### config.mk
export PLATFORM = sky130hd
export DESIGN_NAME = rptr_tx_core
export DESIGN_NICKNAME = d
export VERILOG_FILES = /design/src/design/rptr_pkg.sv /design/src/design/rptr_tx_core.sv /design/src/design/crs_sync.sv
export SDC_FILE = /design/constraint.sdc
export NUM_CORES = 1
export LEC_CHECK = 0
export BUFFER_PORTS_ARGS = -buffer_cell sky130_fd_sc_hd__buf_2
export CAP_MARGIN = 30
export CORE_ASPECT_RATIO = 2
export CORE_MARGIN = 3
export CORE_UTILIZATION = 49
export DETAILED_ROUTE_END_ITERATION = 10
export GPL_TIMING_DRIVEN = 0
export PLACE_DENSITY = 0.84
export SETUP_SLACK_MARGIN = 0.1
export SYNTH_ARGS = -nofsm -noshare
export SYNTH_HDL_FRONTEND = slang
export SYNTH_HIERARCHICAL = 1
export SYNTH_SLANG_ARGS = --single-unit
### constraint.sdc
create_clock -name core_clk -period 3.4 [get_ports core_clk]
set_input_delay 0.17 -clock core_clk [delete_from_list [all_inputs] [get_ports core_clk]]
set_output_delay 0.17 -clock core_clk [all_outputs]
set_load 0.01 [all_outputs]
### src/design/rptr_pkg.sv
// Shared constants and bus types for the repeater transmit/collision block.
// Assumes one core clock shared with all PHYs; no software-visible registers.
package rptr_pkg;
  localparam int         NUM_PORTS = 12;
  localparam int         NIB_W     = 4;
  localparam logic [3:0] JAM_NIB   = 4'h5;  // Alternating 0101 pattern
  localparam int         SYNC_STG  = 2;

  // Repeated receive stream from the shared receive bus
  typedef struct packed {
    logic             dv;
    logic             er;
    logic [NIB_W-1:0] data;
  } rx_stream_t;

  // Shared transmit bus towards all PHYs
  typedef struct packed {
    logic             er;
    logic [NIB_W-1:0] data;
  } tx_bus_t;
endpackage

### src/design/rptr_tx_core.sv
// Transmit and collision control of a twelve-port repeater controller.
// Assumes the PHYs share core_clk as transmit reference and run in repeater mode.
// Function
// Send repeated data as one 4-bit nibble per reference clock cycle.
// Active carrier sense enables transmit on all idle ports with repeated data.
// Receive error indication is repeated as transmit error at that point.
// PHY asserts carrier sense only while receiving, not while transmitting.
// Carrier sense on two or more ports at once is a collision.
// After collision, jam goes to all ports until transmission period ends.
// PHY strap high selects repeater mode, low selects node mode.
// Node-mode PHY senses carrier both ways and flags collision itself.
// Twelve separate transmit enables; only data and error are shared.
// Controller and PHYs share one reference clock; returned transmit clock unused.
// Board loops collision output directly back to collision input.
// Active carrier enables that port's receive path; only one at a time.
// Each carrier sense input is synchronised before use.
// Transmit enables drop once all carrier is gone and last nibble sent.
`timescale 1ns/10ps
module rptr_tx_core
  import rptr_pkg::*;
(
  input  wire logic                 core_clk,
  input  wire logic                 resetn,
  input  wire logic [NUM_PORTS-1:0] carrier_sense,
  input  wire rx_stream_t           rx_stream,
  input  wire logic                 collision_in_n,
  output logic      [NUM_PORTS-1:0] port_transmit_enable,
  output logic      [NUM_PORTS-1:0] port_receive_enable_n,
  output tx_bus_t                   tx_bus,
  output logic                      collision_out_n,
  output logic                      collision_oe
);
  typedef enum logic [1:0] {ST_IDLE, ST_REPEAT, ST_JAM} phase_t;

  typedef struct packed {
    phase_t               phase;
    logic [NUM_PORTS-1:0] rx_sel;
    logic [NUM_PORTS-1:0] tx_en;
    tx_bus_t              tx;
    logic                 col_drv;
  } state_t;

  state_t               st_q;
  state_t               st_d;
  logic [NUM_PORTS-1:0] crs;
  logic [NUM_PORTS-1:0] first_hot;
  logic                 any_crs;
  logic                 multi_crs;
  logic                 col_seen;

  crs_sync u_crs_sync (
    .core_clk   (core_clk),
    .resetn     (resetn),
    .crs_async  (carrier_sense),
    .crs_sync_o (crs)
  );

  // ----------------------------------------------------------------
  // Carrier decode
  // ----------------------------------------------------------------
  // Lowest-numbered active port wins the receive bus
  assign first_hot = crs & (~crs + {{(NUM_PORTS-1){1'b0}}, 1'b1});
  assign any_crs   = |crs;
  assign multi_crs = (crs & ~first_hot) != '0;
  // Looped-back collision line also covers other controllers on the wire
  assign col_seen  = multi_crs || !collision_in_n;

  // ----------------------------------------------------------------
  // Next state
  // ----------------------------------------------------------------
  always_comb
  begin
    st_d         = st_q;
    st_d.col_drv = multi_crs;
    case (st_q.phase)
      ST_IDLE:
      begin
        st_d.tx     = '0;
        st_d.tx_en  = '0;
        st_d.rx_sel = '0;
        if (any_crs)
        begin
          st_d.rx_sel = first_hot;
          st_d.tx_en  = ~crs;
          st_d.phase  = ST_REPEAT;
          if (col_seen)
          begin
            // Collision at the very start goes straight to jam on all ports
            st_d.phase  = ST_JAM;
            st_d.rx_sel = '0;
            st_d.tx_en  = '1;
            st_d.tx     = '{er: 1'b0, data: JAM_NIB};
          end
        end
      end
      ST_REPEAT:
      begin
        st_d.tx.data = rx_stream.data;
        st_d.tx.er   = rx_stream.er;
        st_d.tx_en   = st_q.tx_en & ~crs;
        if (col_seen)
        begin
          st_d.phase  = ST_JAM;
          st_d.rx_sel = '0;
          st_d.tx_en  = '1;
          st_d.tx     = '{er: 1'b0, data: JAM_NIB};
        end
        else if (!any_crs)
        begin
          // Last repeated nibble went out this cycle
          st_d.phase  = ST_IDLE;
          st_d.tx_en  = '0;
          st_d.rx_sel = '0;
          st_d.tx     = '0;
        end
      end
      ST_JAM:
      begin
        // Held until carrier is gone and the collision line is released
        st_d.tx_en  = '1;
        st_d.rx_sel = '0;
        st_d.tx     = '{er: 1'b0, data: JAM_NIB};
        if (!any_crs && collision_in_n)
        begin
          st_d.phase = ST_IDLE;
          st_d.tx_en = '0;
          st_d.tx    = '0;
        end
      end
      default:
      begin
        st_d = '0;
      end
    endcase
  end

  always_ff @(posedge core_clk or negedge resetn)
  begin
    if (!resetn)
    begin
      st_q <= '0;
    end
    else
    begin
      st_q <= st_d;
    end
  end

  // Transmit timed from core_clk only; no returned transmit clock exists
  // No port owns the receive bus while jamming
  assign port_transmit_enable  = st_q.tx_en;
  assign port_receive_enable_n = ~st_q.rx_sel;
  assign tx_bus                = st_q.tx;
  // Open-drain: drive low only while colliding
  assign collision_out_n       = 1'b0;
  assign collision_oe          = st_q.col_drv;
endmodule

### src/design/crs_sync.sv
// Two-stage synchroniser bank for the per-port carrier sense lines.
// Assumes carrier sense is asynchronous to core_clk.
`timescale 1ns/10ps
module crs_sync
  import rptr_pkg::*;
(
  input  wire logic                 core_clk,
  input  wire logic                 resetn,
  input  wire logic [NUM_PORTS-1:0] crs_async,
  output logic      [NUM_PORTS-1:0] crs_sync_o
);
  logic [NUM_PORTS-1:0] meta_q;
  logic [NUM_PORTS-1:0] sync_q;

  // First stage is read only by the second stage
  genvar g;
  generate
    for (g = 0; g < NUM_PORTS; g++)
    begin : g_sync
      always_ff @(posedge core_clk or negedge resetn)
      begin
        if (!resetn)
        begin
          meta_q[g] <= 1'b0;
          sync_q[g] <= 1'b0;
        end
        else
        begin
          meta_q[g] <= crs_async[g];
          sync_q[g] <= meta_q[g];
        end
      end
    end
  endgenerate

  assign crs_sync_o = sync_q;
endmodule

-- Word level (Yosys, flattened, before mapping)
Index checks and enable logic that the tools add are counted.
- add/sub/neg operators: 1
- equality and inequality tests: 5
- mux-type cells: 8
- bitwise gates (word level): 6
- reductions and logical operators: 9
- operator list (operator ; number):
    2-to-1 mux 31 bit ; 4
    case mux 31 bit (3 select lines) ; 1
    AND 12 bit ; 3
    inverter 12 bit ; 3
    2-to-1 mux 17 bit ; 1
    adder 12 x 1 -> 12 bit (second input constant) ; 1
    nonzero test 12 bit ; 1
    OR reduction 12 bit ; 1
    inequality test 2 bit (second input constant) ; 2
    inequality test 3 bit (second input constant) ; 1
    AND reduction 3 bit ; 1
    OR reduction 3 bit ; 1
    == test 2 x 1 -> 1 bit (second input constant) ; 1
    == test 2 bit (second input constant) ; 1
    logical NOT 1 bit ; 2
    logical NOT 2 bit ; 1
    2-to-1 mux 2 bit ; 1
    logical AND 1 bit ; 1
    logical OR 1 bit ; 1
    2-to-1 mux 1 bit ; 1
- bits in registers: 56
- bits of input ports: 21
- logic and storage cells: 59

-- Longest topological paths before layout
Gate-level depths: netlist (run 1).
- word-level depth: 10
- gate-level depth with buffers: 8

-- Hierarchy
The synthesis (run 1) kept the hierarchy.
- modules (own cells, without submodules) (module ; instances ; cells an instance ; area each (sq um) ; seq. area each (sq um)):
    rptr_tx_core ; 1 ; 197 ; 1771.7 ; 800.8
    crs_sync ; 1 ; 24 ; 600.6 ; 600.6

-- Worst setup path before layout (run 1)
Ideal clock, no wire load.
- path type: flip-flop to flip-flop
- from: register u_crs_sync.sync_q[0] (netlist: u_crs_sync/crs_sync_o[0])
- to: register st_q (netlist bit port_transmit_enable[11])
- library setup time: 0.119 ns
- data arrival time: 2.014 ns
- required time: 3.281 ns
- slack: 1.267 ns
- cell stages (with the launch flop): 9
- clock period less this slack: 2.133 ns
- path through: dfrtp_1 > buf_6 > or4_4 > buf_6 > o31ai_4 > nand3_2 > o31ai_4 > buf_6 > nand2_2
- RTL lines (what ; RTL line ; text):
    start: declaration ; crs_sync.sv:13 ; logic [NUM_PORTS-1:0] sync_q;
    start signal: indexed assignment ; crs_sync.sv:30 ; sync_q[g] <= meta_q[g];
    end signal: assignment ; rptr_tx_core.sv:145 ; st_q <= st_d;
    end: declaration ; rptr_tx_core.sv:43 ; state_t st_q;

==> flow_summary.json, run 1 <==
{
  "outcome": "complete, no violations",
  "synth_warnings": 6,
  "hp-class": "in2reg",
  "place_ws_ns": 1.06,
  "via_per_inst": 4.88,
  "setup_viol": 0,
  "switching_share": 0.207,
  "p_switching_mw": 0.243,
  "route.vias.total": 1693,
  "ant_nets": 0,
  "timing.rr.start": "u_crs_sync/crs_sync_o[0]",
  "reg2regPathDepth": 8,
  "grt_pass1_vias": 1714,
  "dr.pass1.iters": 4,
  "fin_setup_tns_ns": 0,
  "fmax_ghz": 0.427,
  "grt_overflow": 0,
  "rows": 35,
  "endpoint": "tx_bus[0]",
  "drc": 0,
  "pin_count": 52,
  "synth.net_count": 242,
  "grt_pass1_wl_mm": 7.49,
  "intPower_mw": 0.930,
  "slowest_stage": "or4_4",
  "max_slew_margin": 0.561,
  "synthesis.area_mm2": 0.00237,
  "final_cell_mix": "dfrtp_1 (56), buf_2 (50), inv_1 (24)",
  "ys.flop_type": "dfrtp_1",
  "skew_ns": 0.00413,
  "cts_tree": "yes",
  "total_leakage_power_nw": 1.31,
  "cts_buffers": 5,
  "final-max-slew-violation-count": 0,
  "r2r_setup_slack_ns": 1.06,
  "vdd_drop_max_uv": 365,
  "finalNetCount": 312,
  "grt_usage": 0.164,
  "die_w_um": 55.2,
  "drive_gt1_frac": 0.332,
  "synth.avg_cell_area_um2": 10.7,
  "hold_slack_ns": 0.0984,
  "ctsLongestPathBuffers": 2,
  "rsz0062_at_grt": "false",
  "yosysSeqAreaShare": 0.591,
  "post-place-cells": 326,
  "fp.dieH_um": 104,
  "wirelength_mm": 4.41,
  "final_common_cell": "dfrtp_1",
  "initialDrtViolationCount": 32,
  "syn_inst": 221,
  "synth_edf_count": 0,
  "utilization": 0.634,
  "area_growth_pct": 24.1,
  "h-tree-depth": 2,
  "dp_hpwl_mm": 3.34,
  "diodes": 0,
  "synth_cell_types": 38,
  "power_frac_seq": 0.589,
  "stdcell_count": 347,
  "place.gp.congestion": 0.972,
  "hold_viol_final": 0,
  "holdPathStages": 2,
  "layout_setup_ws_ns": 1.06,
  "path_cells": "buf_6, or4_4, buf_6, o31ai_4, nand3_2, o31ai_4, buf_6, nand2_2",
  "critical_path.most_common_cell": "buf_6",
  "crit_path_start": "u_crs_sync/crs_sync_o[0]",
  "cts_setup_buffers": 0,
  "clk_latency_ns": 0.30,
  "root_buffer": "clkbuf_8",
  "cp_data_required_time_ns": 3.60,
  "cp-end-kind": "register",
  "async_flop_share": 1.00,
  "path_max_fanout": 10,
  "pwr_density_cell_mw_per_mm2": 399,
  "clockPowerShare": 0.356,
  "clock_sinks": 56,
  "worst_pin_slew_ns": 0.653,
  "r2r-end": "tx_bus[0]",
  "grt_max_degree": 33,
  "path_clk_slew_ns": 0.09,
  "max_stage_delay_ns": 0.51,
  "core_area_mm2": 0.00464,
  "critPathKind": "reg2reg",
  "critPathArrivalTime_ns": 2.55,
  "ys_seq_elements": 56,
  "min_period_over_period": 0.690,
  "period_needed_ns": 2.34,
  "initial_utilization": 0.511,
  "start_kind": "register",
  "drv_cap": 0,
  "antenna_found_initial": 0,
  "wire_per_inst_um": 12.7,
  "die_area_mm2": 0.00576,
  "combPwrFrac": 0.054,
  "port_buffers": 49
}
==> per-layer routing <==
layer  global-route usage  share of wire  routed length, µm
met5                    0              0                  0
met3               0.0311          0.038                167
met1                0.169           0.36               1590
met2                0.303           0.57               2500
met4               0.0817          0.032                143
==> how the worst min path moves through the flow <==
stage                                 from  slack [ns]                      end
after floorplan                     resetn       -0.13             collision_oe
after global routing          rx_stream[4]        0.11                tx_bus[4]
after CTS                     rx_stream[3]        0.09                tx_bus[3]
final                         rx_stream[3]         0.1                tx_bus[3]
after detailed placement            resetn        0.19  port_transmit_enable[2]
after global placement    carrier_sense[4]        0.28     u_crs_sync/meta_q[4]
==> area by class of cell <==
class	instances	area (µm²)
multi-input cells	111	677
plain buffers	28	196
flip-flops and latches	56	1400
clock buffers	6	72.6
fillers	446	1700
clock inverters	2	35.0
repair buffers	63	395
well taps	55	68.8
inverters	26	97.6
==> what timing repair did <==
item,CTS,global route
gates resized for setup,0,0
hold buffers,13,0
hold endpoints to repair,36,0
==> critical path: cells and delay by family, from the launching register on <==
| kind | cells | cell delay, ns |
|---|---|---|
| simple gates | 3 | 0.71 |
| compound gates | 2 | 0.63 |
| buf+inv | 3 | 0.50 |
| flops | 1 | 0.39 |
==> synthesized netlist by cell type (all sizes together), types with 2 or more instances <==
cell type  instances  area share
nor3               3       0.011
o31ai              2       0.018
nand2b             3      0.0079
clkbuf             6      0.0095
nor4b              2      0.0074
nor2              10       0.016
dfrtp             56        0.59
buf               22       0.073
nand2             29       0.055
a211o              3       0.011
a31oi              2      0.0053
nand3b             2      0.0063
and2               2      0.0053
nor4               6       0.016
nand3              5       0.015
a21oi             22       0.046
inv               26       0.041
and3               5       0.013
a22oi              2      0.0063
==> power groups by stage <==
stage	sequential [mW]	clock, mW	combinational [mW]
after floorplan	0.702	0	0.0240
after global placement	0.704	0	0.0489
after detailed placement	0.705	0	0.0534
after CTS	0.692	0.430	0.0648
after global routing	0.694	0.455	0.0721
final	0.692	0.418	0.0638
==> cell families (layout without fill, tap and decap cells) <==
logic type	Yosys count	after routing	synth area share
AO/OA/AOI/OAI	34	34	0.0976
multiplexers	1	1	0.00422
buffers and inverters	54	125	0.124
adder cells (fa/ha/maj)	1	1	0.00422
AND/OR/NAND/NOR	74	74	0.178
other	1	1	0.00158
flip-flops	56	56	0.591
==> through the flow <==
| step | instance area, µm² | power (mW) |
|---|---|---|
| after CTS | 2940 | 1.19 |
| after global placement | 2690 | 0.753 |
| after floorplan | 2370 | 0.726 |
| final | 2940 | 1.17 |
| after detailed placement | 2710 | 0.758 |
| after global routing | 2940 | 1.22 |
==> registers in the layout (all words and copies together) (netlist names) <==
signal,cells
tx_bus,5
collision_oe,1
u_crs_sync/meta_q,12
u_crs_sync/crs_sync_o,12
port_transmit_enable,12
st_q,14
No activity file was read; power rests on OpenSTA's default activity.
==> inputs of run 2 (changes only) <==
--- a/config.mk
+++ b/config.mk
@@ -9,10 +9,10 @@
 export CAP_MARGIN = 30
 export CORE_ASPECT_RATIO = 2
 export CORE_MARGIN = 3
-export CORE_UTILIZATION = 49
+export CORE_UTILIZATION = 48
 export DETAILED_ROUTE_END_ITERATION = 10
 export GPL_TIMING_DRIVEN = 0
-export PLACE_DENSITY = 0.84
+export PLACE_DENSITY = 0.86
 export SETUP_SLACK_MARGIN = 0.1
 export SYNTH_ARGS = -nofsm -noshare
 export SYNTH_HDL_FRONTEND = slang
==> constraint.sdc (replaced) <==
create_clock -name core_clk -period 2 [get_ports core_clk]
set_input_delay 0.1 -clock core_clk [delete_from_list [all_inputs] [get_ports core_clk]]
set_output_delay 0.1 -clock core_clk [all_outputs]
set_load 0.01 [all_outputs]
==> run 2 against run 1 <==
Compared with the run above:
- the flow now finishes with violations (negative setup slack)
- combinational power increased by 97%
- routed wire length rose by 18%
- critical path depth shrank 1
- global-route usage grew 2.4 points
- sequential share of layout area is 3.2 points lower
- highest routed layer unchanged
==> flow_summary.json, run 2 (same netlist as run 1, synthesis figures left out) <==
{
  "wirelength_mm": 5.20,
  "cp_top_family": "simple AND/OR/NAND/NOR gates",
  "via_per_inst": 5.11,
  "layout_setup_ws_ns": -0.0731,
  "cts_tree": "yes",
  "final-max-slew-violation-count": 0,
  "final_cell_mix": "dfrtp_1 (53), buf_2 (49), inv_1 (24), buf_4 (24), a21oi_1 (19)",
  "setup_viol": 25,
  "grt_pass1_wl_mm": 8.54,
  "dp_hpwl_mm": 3.43,
  "stdcell_count": 357,
  "dr.pass1.iters": 4,
  "h-tree-depth": 2,
  "core_area_mm2": 0.00469,
  "vdd_drop_max_uv": 568,
  "ant_nets": 0,
  "multi_input_area_um2": 797,
  "clock_sinks": 56,
  "port_buffers": 49,
  "start_kind": "register",
  "fmax_ghz": 0.482,
  "initial_utilization": 0.506,
  "path_clk_slew_ns": 0.10,
  "cts_buffers": 5,
  "dpl_cell_area_mm2": 0.00271,
  "max_stage_delay_ns": 0.53,
  "utilization": 0.675,
  "die_w_um": 55.7,
  "antenna_found_initial": 0,
  "slowest_stage": "or4_4",
  "wire_per_inst_um": 14.6,
  "pin_count": 52,
  "drv_cap": 0,
  "fp.dieH_um": 105,
  "max_slew_margin": 0.639,
  "route.vias.total": 1826,
  "hold_viol_final": 0,
  "rsz0062_at_grt": "true",
  "path_cells": "or4_4, buf_6, o31ai_4, nand3_2, o31ai_4, buf_6, nand2_1",
  "outcome": "finished, violations left",
  "grt_usage": 0.187,
  "skew_ns": 0.00595,
  "final_common_cell": "dfrtp_1",
  "cp_num_buf_inv": 2,
  "post-place-cells": 326,
  "ctsLongestPathBuffers": 2,
  "violations": "negative setup slack",
  "clk_latency_ns": 0.31,
  "path_max_fanout": 6,
  "total_power_mw": 1.92,
  "place_ws_ns": -0.255,
  "root_buffer": "clkbuf_8",
  "regMostFlops": "st_q",
  "drive_gt1_frac": 0.440,
  "regArea_mm2": 0.00141,
  "initialDrtViolationCount": 45,
  "rows": 35,
  "fin_area_mm2": 0.00316,
  "die_area_mm2": 0.00587,
  "num-fill-cells": 364,
  "worst_pin_slew_ns": 0.542,
  "period_needed_ns": 2.07,
  "critPathKind": "reg2reg",
  "drc": 0,
  "pwr_density_cell_mw_per_mm2": 608,
  "min_period_over_period": 1.04,
  "place.gp.congestion": 0.884,
  "largest_register_ffs": 14,
  "hp-class": "in2reg",
  "cp_data_required_time_ns": 2.21,
  "total_leakage_power_nw": 1.37,
  "grt_max_degree": 34,
  "grt_pass1_vias": 1883,
  "area_growth_pct": 33.3,
  "diodes": 0,
  "critPathArrivalTime_ns": 2.28,
  "cp-end-kind": "register",
  "finalNetCount": 322,
  "grt_overflow": 0
}
==> run 2: final timing paths <==
path | startpoint | endpoint | slack [ns] | cells past startpoint
setup / recovery | u_crs_sync/crs_sync_o[3] | port_transmit_enable[0] | -0.07 | 7
hold / removal | rx_stream[3] | tx_bus[3] | 0.03 | 2
setup reg to reg | u_crs_sync/crs_sync_o[3] | port_transmit_enable[0] | -0.07 | 7
hold reg to reg | u_crs_sync/meta_q[10] | u_crs_sync/crs_sync_o[10] | 0.36 | 0
max in group asynchronous | resetn | u_crs_sync/crs_sync_o[1] | 1.13 | 3
min in group asynchronous | resetn | st_q[29] | 0.30 | 2
==> run 2: power by group <==
group / switching, mW / internal, mW / total (mW)
combinational: 0.0638 / 0.0619 / 0.126
clock: 0.365 / 0.251 / 0.616
sequential: 0.0239 / 1.16 / 1.18
total: 0.453 / 1.47 / 1.92
==> run 2: final cells by class <==
type	count	share of cell area
Buffer	27	0.0641
Clock inverter	3	0.00712
Timing Repair Buffer	74	0.157
Inverter	26	0.0317
Clock buffer	5	0.0218
Tap cell	55	0.0218
Multi-Input combinational cell	111	0.252
Sequential cell	56	0.444
==> run 2: metal layers <==
metal / vias to the layer above / part of all wire / global-route usage
li1: 860 / - / -
met3: 20 / 0.034 / 0.0245
met1: 886 / 0.35 / 0.182
met2: 60 / 0.58 / 0.358
met5: - / 0 / 0
met4: 0 / 0.038 / 0.113
==> run 2: what timing repair did <==
item,in CTS,in global routing
endpoints found under the setup margin,31,32
gates resized for setup,39,2
hold endpoints to repair,35,0
buffers inserted,8,1
hold buffers,13,0
gates cloned,2,0
pin swaps,16,2
==> run 2: through the flow <==
stage | setup TNS [ns] | hold slack [ns]
3_5_place_dp | -5.20 | 0.109
4_1_cts | -1.21 | 0.0239
2_1_floorplan | -0.302 | -0.196
6_report | -0.975 | 0.0268
5_1_grt | -3.13 | 0.0305
3_3_place_gp | -4.62 | 0.208
